--- config.mk ---
export PLATFORM = sky130hd
export DESIGN_NAME = pkim_top
export DESIGN_NICKNAME = d
export VERILOG_FILES = /design/src/design/pkim_pkg.sv /design/src/design/pkim_top.sv
export SDC_FILE = /design/constraint.sdc
export NUM_CORES = 1
export LEC_CHECK = 0
export BUFFER_PORTS_ARGS = -buffer_cell sky130_fd_sc_hd__buf_2
export CORE_MARGIN = 2
export CORE_UTILIZATION = 47
export CTS_BUF_LIST = sky130_fd_sc_hd__clkbuf_4 sky130_fd_sc_hd__clkbuf_8
export DETAILED_ROUTE_END_ITERATION = 7
export PLACE_DENSITY = 0.79
export REMOVE_ABC_BUFFERS = 1
export SYNTH_ARGS = -nofsm -noshare
export SYNTH_HDL_FRONTEND = slang
export SYNTH_SLANG_ARGS = --single-unit
--- constraint.sdc ---
create_clock -name clk_i -period 3.7 [get_ports clk_i]
set_input_delay 0.37 -clock clk_i [delete_from_list [all_inputs] [get_ports clk_i]]
set_output_delay 0.37 -clock clk_i [all_outputs]
set_load 0.02 [all_outputs]
--- src/design/pkim_pkg.sv ---
// Constants, register map and types for the key-unit interrupt mask block
package pkim_pkg;

    // Host word addresses (byte offsets)
    localparam logic [7:0] ADDR_CONTROL   = 8'h00;
    localparam logic [7:0] ADDR_STATUS    = 8'h04;
    localparam logic [7:0] ADDR_MASK      = 8'h08;
    localparam logic [7:0] ADDR_EXPSCALAR = 8'h0C;

    // Bit positions in status; DONE, OOB and ERDY are also mask bits, IE is the control bit
    localparam int BIT_DONE = 0;
    localparam int BIT_ERR  = 1;
    localparam int BIT_IRQ  = 3;
    localparam int BIT_OOB  = 2;
    localparam int BIT_ERDY = 4;
    localparam int BIT_IE   = 0;

    localparam logic [15:0] MASK_DEFINED = 16'h0015;
    localparam logic [15:0] IRQ_SOURCES  = 16'h0017;
    localparam logic [15:0] MASK_RESET   = 16'h0000;
    localparam logic [15:0] STATUS_RESET = 16'h0000;
    localparam logic        IE_RESET     = 1'b0;

    // Boot procedure: one cycle per embedded RAM word cleared
    localparam int          BOOT_WORDS   = 128;
    localparam logic [7:0]  BOOT_LAST    = 8'(BOOT_WORDS - 1);

    typedef enum logic [0:0] {
        PKIM_BOOT = 1'b0,
        PKIM_RUN  = 1'b1
    } pkim_state_t;

    typedef enum logic [2:0] {
        SEL_CONTROL = 3'h0,
        SEL_STATUS  = 3'h1,
        SEL_MASK    = 3'h2,
        SEL_EXP     = 3'h3,
        SEL_NONE    = 3'h4
    } pkim_sel_t;

endpackage

--- src/design/pkim_top.sv ---
// Interrupt mask, status flags and IRQ generation for the key unit
`timescale 1ns/1ps
module pkim_top
    import pkim_pkg::*;
(
    // Clock and reset
    input  wire logic        clk_i,
    input  wire logic        resetn_i,
    // Host parallel bus
    input  wire logic        host_cs_i,
    input  wire logic        host_rd_i,
    input  wire logic        host_wr_i,
    input  wire logic [7:0]  host_addr_i,
    input  wire logic [31:0] host_wdata_i,
    output logic      [31:0] host_rdata_o,
    output logic             host_rvalid_o,
    // Arithmetic core events
    input  wire logic        exp_req_i,
    input  wire logic        branch_zero_i,
    input  wire logic        gen_error_i,
    // Exponent or scalar word to the core
    output logic      [31:0] exp_word_o,
    output logic             exp_word_valid_o,
    // Status
    output logic             boot_busy_o,
    output logic             irq_o
);
    import pkim_pkg::*;

    function automatic pkim_sel_t decode(input logic [7:0] addr);
        pkim_sel_t s;
        s = SEL_NONE;
        case (addr)
            ADDR_CONTROL:   s = SEL_CONTROL;
            ADDR_STATUS:    s = SEL_STATUS;
            ADDR_MASK:      s = SEL_MASK;
            ADDR_EXPSCALAR: s = SEL_EXP;
            default:        s = SEL_NONE;
        endcase
        return s;
    endfunction

    pkim_sel_t   sel;
    logic        acc;
    logic        wr_any;
    logic        rd_any;
    logic        bad_acc;

    assign sel     = decode(host_addr_i);
    assign rd_any  = host_cs_i & host_rd_i;
    assign wr_any  = host_cs_i & host_wr_i;
    assign acc     = rd_any | wr_any;
    assign bad_acc = acc & (sel == SEL_NONE);

    // Register state
    logic [15:0] mask_reg,     mask_next;
    logic [15:0] status_reg,   status_next;
    logic        ie_reg,       ie_next;
    logic        exp_clr_reg,  exp_clr_next;
    logic        irq_raw_reg,  irq_raw_next;
    logic        irq_reg,      irq_next;
    logic [31:0] rdata_reg,    rdata_next;
    logic        rvalid_reg,   rvalid_next;
    logic [31:0] expw_reg,     expw_next;
    logic        expv_reg,     expv_next;
    pkim_state_t state_reg,    state_next;
    logic [7:0]  boot_cnt_reg, boot_cnt_next;
    logic        busy_reg,     busy_next;
    logic        boot_fin;

    // Boot sequencer
    always_comb
    begin
        state_next    = state_reg;
        boot_cnt_next = boot_cnt_reg;
        boot_fin      = 1'b0;
        case (state_reg)
            PKIM_BOOT:
            begin
                boot_cnt_next = boot_cnt_reg + 8'h01;
                if (boot_cnt_reg == BOOT_LAST)
                begin
                    boot_fin   = 1'b1;
                    state_next = PKIM_RUN;
                end
            end
            PKIM_RUN:
            begin
                boot_cnt_next = boot_cnt_reg;
            end
            default:
            begin
                state_next = PKIM_BOOT;
            end
        endcase
        // Busy flag follows the state about to be entered
        busy_next = (state_next == PKIM_BOOT);
    end

    always_ff @(posedge clk_i or negedge resetn_i)
    begin
        if (!resetn_i)
        begin
            state_reg    <= PKIM_BOOT;
            boot_cnt_reg <= 8'h00;
            busy_reg     <= 1'b1;
        end
        else
        begin
            state_reg    <= state_next;
            boot_cnt_reg <= boot_cnt_next;
            busy_reg     <= busy_next;
        end
    end

    // Host registers, status flags and IRQ
    always_comb
    begin
        mask_next    = mask_reg;
        ie_next      = ie_reg;
        status_next  = status_reg;
        exp_clr_next = 1'b0;
        expw_next    = expw_reg;
        expv_next    = 1'b0;
        rdata_next   = rdata_reg;
        rvalid_next  = 1'b0;

        if (wr_any)
        begin
            case (sel)
                SEL_CONTROL: ie_next = host_wdata_i[BIT_IE];
                SEL_MASK:
                begin
                    // Only defined bits are stored
                    mask_next = host_wdata_i[15:0]
                                & MASK_DEFINED;
                end
                SEL_STATUS:  status_next = STATUS_RESET;
                SEL_EXP:
                begin
                    expw_next    = host_wdata_i;
                    expv_next    = 1'b1;
                    exp_clr_next = 1'b1;
                end
                default:     mask_next = mask_reg;
            endcase
        end

        // Delayed clear of the request flag
        if (exp_clr_reg)
            status_next[BIT_ERDY] = 1'b0;

        // Sets win over any clear in the same cycle
        if (exp_req_i)
            status_next[BIT_ERDY] = 1'b1;
        if (bad_acc)
            status_next[BIT_OOB] = 1'b1;
        if (branch_zero_i || boot_fin)
            status_next[BIT_DONE] = 1'b1;
        if (gen_error_i)
            status_next[BIT_ERR] = 1'b1;
        status_next[BIT_IRQ] = 1'b0;

        irq_raw_next = |(status_reg & IRQ_SOURCES
                         & ~mask_reg);
        irq_next     = irq_raw_next & ie_reg;

        if (rd_any)
        begin
            rvalid_next = 1'b1;
            case (sel)
                SEL_CONTROL: rdata_next = {31'h0, ie_reg};
                SEL_STATUS:
                begin
                    rdata_next          = {16'h0000, status_reg};
                    rdata_next[BIT_IRQ] = irq_raw_reg;
                end
                SEL_MASK:    rdata_next = {16'h0000, mask_reg};
                default:     rdata_next = 32'h0000_0000;
            endcase
        end
    end

    always_ff @(posedge clk_i or negedge resetn_i)
    begin
        if (!resetn_i)
        begin
            mask_reg    <= MASK_RESET;
            ie_reg      <= IE_RESET;
            status_reg  <= STATUS_RESET;
            exp_clr_reg <= 1'b0;
            irq_raw_reg <= 1'b0;
            irq_reg     <= 1'b0;
            rdata_reg   <= 32'h0000_0000;
            rvalid_reg  <= 1'b0;
            expw_reg    <= 32'h0000_0000;
            expv_reg    <= 1'b0;
        end
        else
        begin
            mask_reg    <= mask_next;
            ie_reg      <= ie_next;
            status_reg  <= status_next;
            exp_clr_reg <= exp_clr_next;
            irq_raw_reg <= irq_raw_next;
            irq_reg     <= irq_next;
            rdata_reg   <= rdata_next;
            rvalid_reg  <= rvalid_next;
            expw_reg    <= expw_next;
            expv_reg    <= expv_next;
        end
    end

    assign host_rdata_o     = rdata_reg;
    assign host_rvalid_o    = rvalid_reg;
    assign exp_word_o       = expw_reg;
    assign exp_word_valid_o = expv_reg;
    assign irq_o            = irq_reg;
    assign boot_busy_o      = busy_reg;

    logic quiet;
    assign quiet = !exp_req_i && !branch_zero_i && !gen_error_i && !host_cs_i
                   && (state_reg == PKIM_RUN);
endmodule

* Yosys cells after proc, flatten, opt, wreduce, memory -nomap -nowiden
Cells that the tools add are included. Widths: inputs -> output; s select.
Word-level totals: logic and storage cells 67, input port bits 48, bits in registers 86, output and inout bits 68
Operators by class: add/subtract/negate cells 1, muxes and demuxes 16, reductions and logical operators 19, bitwise gates (word level) 8, equality and inequality tests 8
Operators by type and width (count):
- $and 5x16->16 | 1
- $eq 8x4->1 const B | 2
- $not 5->16 | 1
- $reduce_or 16->1 | 1
- $pmux 5 s3 | 1
- $reduce_and 2->1 | 7
- $pmux 3 s4 | 1
- $reduce_bool 2->1 | 6
- $mux 1 | 11
- $mux 5 | 2
- $add 8x1->8 const B | 1
- $eq 8x3->1 const B | 1
- $eq 8x7->1 const B | 1
- $logic_not 8->1 | 1
- $mux 8 | 1
- $eq 3x2->1 const B | 2
- $reduce_bool 3->1 | 2
- $and 1x1->1 | 4
- $eq 3x1->1 const B | 1
- $eq 3x3->1 const B | 1
- $logic_not 3->1 | 1
- $logic_or 1x1->1 | 1
- $not 1->1 | 1
- $or 1x1->1 | 1

* Longest topological paths before layout
Gate-level depths: netlist (run 1).
depth after elaboration 7, mapped depth 5, gate-level depth less buffers 4

* Worst setup path after synthesis (run 1)
No wires, ideal clock.
path kind in2reg, start input host_addr_i[5], end register expw_reg[10], in the netlist exp_word_o[10], required time 3.575 ns, cell stages on the path 5, path slack 2.028 ns, library setup time 0.125 ns, data arrival time 1.547 ns, buffers on the path 2, path through nor4_4 > and4_1 > buf_6 > buf_12 > mux2_4
On the way: cells in the longest elaborated chain, start to end 4, elaborated cells on any way between the ends 7, those cells by class 4 x eq/ne; 1 x mux; 2 x reduce/logical
RTL lines:
- start, declared | line pkim_top.sv:13 | input wire logic [7:0] host_addr_i,
- $eq 8x4->1 (tied with other cells) | line pkim_top.sv:33 | case (addr)
- $pmux 3 s4 * | line pkim_top.sv:33
- $eq 3x2->1 * | line pkim_top.sv:130 | case (sel)
- $reduce_and 2->1 (no line) *
- end signal, assigned | line pkim_top.sv:209 | expw_reg <= expw_next;
- end, declared | line pkim_top.sv:64 | logic [31:0] expw_reg, expw_next;
Mark *: on every way between the ends. The rest lies on a longest branch, timed or not. A chain may end at the register's enable or synchronous reset.

* Final worst setup path (run 1)
start input host_addr_i[5], end register expw_reg[0], in the netlist exp_word_o[0]
The elaborated chain is that of the path after synthesis.

==> results.sh, run 1 <==
export IMPL_rsz0062_at_grt="no"
export IMPL_worst_path_largest_cell_delay_ns=1.01
export IMPL_io_pins=116
export IMPL_synth_edf_count=0
export IMPL_synth_distinct_cells=37
export IMPL_synth_most_common_cell="dfrtp_1"
export IMPL_vdd_drop_max_mv=0.222
export IMPL_ant_nets=0
export IMPL_period_share_pct=57.6
export IMPL_yosysWarningCount=0
export IMPL_slowest_stage="and4_2"
export IMPL_ys_seq_area_share_pct=54.8
export IMPL_synthToLayoutAreaGrowth_pct=21.7
export IMPL_post_cts_buffers=0
export IMPL_dp_cells=347
export IMPL_power_leakage_nw=1.73
export IMPL_dp_hpwl_um=3380
export IMPL_worstPathRequired_ns=3.92
export IMPL_die_y_um=79.8
export IMPL_grt_max_degree=60
export IMPL_clkTransAtPathRegs_ns=0.07
export IMPL_clock_sinks=59
export IMPL_crit_buf_inv=1
export IMPL_start_util_pct=48.7
export IMPL_path_depth=4
export IMPL_end_kind="flop"
export IMPL_first_pass_iters=4
export IMPL_grt_ovfl_total=0
export IMPL_synth_compound_area_share_pct=3.71
export IMPL_die_w_um=79.8
export IMPL_clock_latency_ns=0.34
export IMPL_cts_resized=0
export IMPL_synth_area_leader_cell="dfrtp_1"
export IMPL_dieArea_um2=6360
export IMPL_cts_buffer_depth=2
export IMPL_finalMaxSlewViolations=0
export IMPL_numPortBuffers=88
export IMPL_hold_class="in -> async"
export IMPL_crit_path_max_fanout=33
export IMPL_setup_tns_ns=0
export IMPL_grt_util_all_layers_pct=15.3
export IMPL_core_area_um2=5540
export IMPL_p_per_area_nw_per_um2=435
export IMPL_cpLargestDelayFamily="simple AND/OR/NAND/NOR gates"
export IMPL_ctsHoldBuffers=0
export IMPL_critical_path_class="in -> reg"
export IMPL_antenna_found_initial=0
export IMPL_synthAdderAreaFrac_pct=0.464
export IMPL_wl_um=4790
export IMPL_min_period_ns=2.13
export IMPL_synth_common_cells="58 x dfrtp_1, 29 x mux2_4, 27 x buf_4, 10 x nand2_1, 8 x mux2_2"
export IMPL_skew_ns=0.00939
export IMPL_avgSynthCellArea_um2=14.1
export IMPL_drive_gt1_share_pct=50.9
export IMPL_vias=1667
export IMPL_path_cells="buf_2, nor4_4, and4_2, mux2_2"
export IMPL_synth_xor_area_share_pct=2.27
export IMPL_syn_area_um2=2700
export IMPL_ys_top_cells_by_area="dfrtp_1 54%, mux2_4 16%, buf_4 7.5%, mux2_2 3.3%, buf_12 2.2%"
export IMPL_rows=27
export IMPL_synth_seq_cells=59
export IMPL_grt_pass1_wl_um=7150
export IMPL_post_synth_top_area_fraction_pct=53.8
export IMPL_worst_slew_pin_slew_ns=1.04
export IMPL_setup_violations=0
export IMPL_max_freq_mhz=469
export IMPL_avgRoutedWirePerCell_um=13.2
export IMPL_place_congestion=0.821
export IMPL_nNetsFinal=335
export IMPL_drtIter0Drc=59
export IMPL_relSlewSlack_pct=30.5
export IMPL_async_reset_ff_share_pct=100
export IMPL_fin_cells=363
export IMPL_drc=0
export IMPL_fillCellCount=461
export IMPL_ys_flop_type="dfrtp_1"
export IMPL_cts_tree="done"
export IMPL_largest_register_ffs=32
export IMPL_finalHoldViolations=0
export IMPL_synth_mux_area_share_pct=19.8
export IMPL_start_kind="input port"
export IMPL_h_tree_depth=3
export IMPL_reg2regPathDepth=3
export IMPL_synth_simple_area_share_pct=8.11
export IMPL_synth_top_family_by_area="multiplexers"
export IMPL_maxCapViolCount=0
export IMPL_status="completed"
export IMPL_grt_pass1_vias=1487
export IMPL_drt_vias_per_instance=4.59
export IMPL_critPathArrivalTime_ns=2.35
export IMPL_diodes=0
export IMPL_postSynthCellCount=192
export IMPL_numCtsBuffers=9
export IMPL_clockRootBuffer="clkbuf_8"
==> per-layer routing <==
metal | track usage, % | wire length [um]
met5 | 0 | 0
met4 | 7.63 | 76
met2 | 22.4 | 2300
met3 | 5.32 | 349
met1 | 20.4 | 2060
==> per-stage QoR <==
step	setup slack, ns	util, %	total power, mW	area, um2	hold WS, ns
after floorplan	1.11	-	0.736	2520	0.0744
final	1.57	59.3	1.43	3280	0.157
after global placement	1.26	55.2	0.790	3060	0.457
after detailed placement	1.20	55.2	0.792	3060	0.466
after global routing	1.45	59.3	1.49	3280	0.214
after CTS	1.56	59.3	1.45	3280	0.193
==> where the power goes <==
group	switching, mW	internal (mW)	total, mW
logic	0.0736	0.0431	0.117
registers	0.00648	0.657	0.663
clock network	0.253	0.397	0.649
==> final timing paths <==
check / start / endpoint / slack [ns]
setup / recovery: host_addr_i[5] / exp_word_o[0] / 1.57
hold / removal: resetn_i / host_rdata_o[3] / 0.16
setup reg to reg: status_reg[0] / irq_o / 2.37
hold reg to reg: boot_cnt_reg[7] / boot_cnt_reg[7] / 0.48
max in group asynchronous: resetn_i / boot_cnt_reg[1] / 3.07
min in group clk_i: gen_error_i / status_reg[1] / 0.21
==> kinds of logic after synthesis <==
family / count (synthesis)
adders and majority gates: 1
buffers and inverters: 35
xor gates and xnor gates: 7
AOI/OAI and AO/OA: 14
and+or+nand+nor: 37
other: 1
muxes: 38
DFF: 59
==> worst register-to-register path: cells and delay by family (launching register included) <==
family / cells / cell delay, ns
flops: 1 / 0.40
simple gates: 3 / 0.83
==> cell usage in the layout, fill, tap and decap left out, types with 3 or more instances in the layout <==
cell / instances
nand2_1: 10
o31ai_1: 3
xor2_1: 3
nor2b_1: 5
buf_2: 88
nor2_1: 5
conb_1: 27
o21ai_0: 3
mux2_2: 8
xnor2_1: 4
inv_1: 3
dfrtp_1: 58
mux2_4: 29
clkbuf_8: 10
nand3_1: 5
==> layout make-up <==
class / count / area [um2] / share of cell area, %
Timing Repair Buffer: 89 / 448 / 13.6
Inverter: 3 / 11.3 / 0.343
Clock buffer: 10 / 138 / 4.19
Sequential cell: 59 / 1480 / 45.0
Multi-Input combinational cell: 124 / 1030 / 31.4
Clock inverter: 6 / 88.8 / 2.70
Tap cell: 72 / 90.1 / 2.74
Power figures use the tool's default switching activity.
==> run 2, diff against run 1 <==
CORE_UTILIZATION = 44   (was 47)
PLACE_DENSITY = 0.78   (was 0.79)
clock period = 1.9 ns   (was 3.7 ns; I/O delays follow)
==> run 2 against run 1 <==
Critical path depth rose by 1. Register-to-register slack got worse by 1.8 ns. Clock-buffer cell count increased by 2.
==> results.sh, run 2 (synthesis results as in run 1) <==
export IMPL_status="completed"
export IMPL_cpLargestDelayFamily="simple AND/OR/NAND/NOR gates"
export IMPL_p_per_area_nw_per_um2=842
export IMPL_worstPathRequired_ns=2.11
export IMPL_largest_register_ffs=32
export IMPL_crit_buf_inv=2
export IMPL_power_leakage_nw=1.77
export IMPL_dp_cells=353
export IMPL_vdd_drop_max_mv=0.564
export IMPL_core_area_um2=5920
export IMPL_maxUsedRoutingLayer="met4"
export IMPL_die_w_um=82.3
export IMPL_grt_pass1_vias=1594
export IMPL_cts_buffer_depth=2
export IMPL_avgRoutedWirePerCell_um=13.2
export IMPL_diodes=0
export IMPL_wl_met2_um=2400
export IMPL_rows=28
export IMPL_fin_cells=370
export IMPL_h_tree_depth=3
export IMPL_maxCapViolCount=0
export IMPL_mostFrequentLayoutCells="88 x buf_2, 58 x dfrtp_1, 29 x mux2_4"
export IMPL_clockRootBuffer="clkbuf_8"
export IMPL_min_period_ns=1.32
export IMPL_place_congestion=0.829
export IMPL_dr_wl_met3_um=356
export IMPL_clkTransAtPathRegs_ns=0.07
export IMPL_dpl_instance_area_um2=3110
export IMPL_synthToLayoutAreaGrowth_pct=24.2
export IMPL_dp_hpwl_um=3570
export IMPL_critical_path_class="in -> reg"
export IMPL_clock_sinks=59
export IMPL_path_cells="buf_2, and4bb_2, and4_2, buf_4, mux2_2"
export IMPL_io_pins=116
export IMPL_pre_cts_slack_ns=0.231
export IMPL_p_sw_mw=0.629
export IMPL_worst_path_largest_cell_delay_ns=0.36
export IMPL_fillCellCount=521
export IMPL_setup_slack_ns=0.577
export IMPL_pwr_share_comb_pct=8.3
export IMPL_seq_power_share_pct=45.8
export IMPL_met1Wirelength_um=2070
export IMPL_ant_nets=0
export IMPL_start_util_pct=45.6
export IMPL_dieArea_um2=6780
export IMPL_final_area_um2=3350
export IMPL_antenna_found_initial=0
export IMPL_finalMaxSlewViolations=0
export IMPL_first_pass_iters=4
export IMPL_layout_commonest_cell="buf_2"
export IMPL_start_kind="input port"
export IMPL_finalHoldViolations=0
export IMPL_numPortBuffers=88
export IMPL_cts_tree="done"
export IMPL_grt_ovfl_total=0
export IMPL_clkPwrFrac_pct=45.9
export IMPL_nNetsFinal=339
export IMPL_clock_latency_ns=0.32
export IMPL_grt_util_all_layers_pct=14.8
export IMPL_crit_path_max_fanout=12
export IMPL_slowest_stage="mux2_2"
export IMPL_end_kind="flop"
export IMPL_drive_gt1_share_pct=51.2
export IMPL_multi_input_area_um2=1030
export IMPL_die_y_um=82.3
export IMPL_seqCellArea_um2=1480
export IMPL_skew_ns=0.00606
export IMPL_grt_pass1_wl_um=7380
export IMPL_hold_slack_ns=0.0368
export IMPL_setup_violations=0
export IMPL_numCtsBuffers=9
export IMPL_grt_max_degree=60
export IMPL_swShare_pct=22.3
export IMPL_period_share_pct=69.6
export IMPL_drc=0
export IMPL_drt_vias_per_instance=4.57
export IMPL_max_freq_mhz=756
export IMPL_vias=1692
export IMPL_hold_class="in -> reg"
export IMPL_wl_um=4900
export IMPL_setup_tns_ns=0
export IMPL_p_int_mw=2.19
export IMPL_drtIter0Drc=60
export IMPL_critPathArrivalTime_ns=1.53
export IMPL_rsz0062_at_grt="no"
## run 2: final timing paths
| path | startpoint | end | slack (ns) | cells past startpoint |
|---|---|---|---|---|
| max in group asynchronous | resetn_i | boot_busy_o | 1.21 | 3 |
| worst min-delay path | gen_error_i | status_reg[1] | 0.04 | 2 |
| worst min register to register | boot_cnt_reg[6] | boot_cnt_reg[6] | 0.47 | 1 |
| min in group asynchronous | resetn_i | host_rdata_o[0] | 0.40 | 3 |
| worst max-delay path | host_addr_i[0] | exp_word_o[30] | 0.58 | 5 |
| worst max register to register | status_reg[0] | irq_o | 0.58 | 3 |
## run 2: cell type report
type                       count  share of cell area (%)
clock inverter                 4                    2.17
clock buffer                  12                    4.74
sequential                    59                    44.1
tap                           75                    2.80
inverter                       3                   0.336
multi-input combinational    124                    30.8
timing repair buffer          93                    15.1
## run 2: metal layers
metal  global-route usage, %  vias up
met5                       0        -
met4                    6.00        0
met3                    5.33        9
met2                    23.3       69
met1                    18.4      811
li1                        -      803
## run 2: what timing repair did
| item | in CTS | in global routing |
|---|---|---|
| setup buffers | 0 | 0 |
| endpoints found under the hold margin | 58 | 0 |
| hold buffers | 1 | 0 |
| gates resized for setup | 0 | 0 |
## run 2: through the flow
| step | util [%] | total power [mW] |
|---|---|---|
| after floorplan | - | 1.43 |
| after global placement | 52.5 | 1.54 |
| after detailed placement | 52.5 | 1.55 |
| after CTS | 56.6 | 2.86 |
| after global routing | 56.6 | 2.94 |
| final | 56.6 | 2.82 |
## run 2: worst reg2reg max path, delay by kind of cell, from the launching register on
kind,cells,cell delay [ns]
simple gates,3,0.81
flops,1,0.40
## run 2: power by group through the flow
| stage | logic, mW | clock network (mW) | registers [mW] |
|---|---|---|---|
| final | 0.234 | 1.29 | 1.29 |
| after detailed placement | 0.235 | 0 | 1.31 |
| after floorplan | 0.0930 | 0 | 1.34 |
| after global routing | 0.260 | 1.39 | 1.29 |
| after CTS | 0.237 | 1.33 | 1.29 |
| after global placement | 0.230 | 0 | 1.31 |
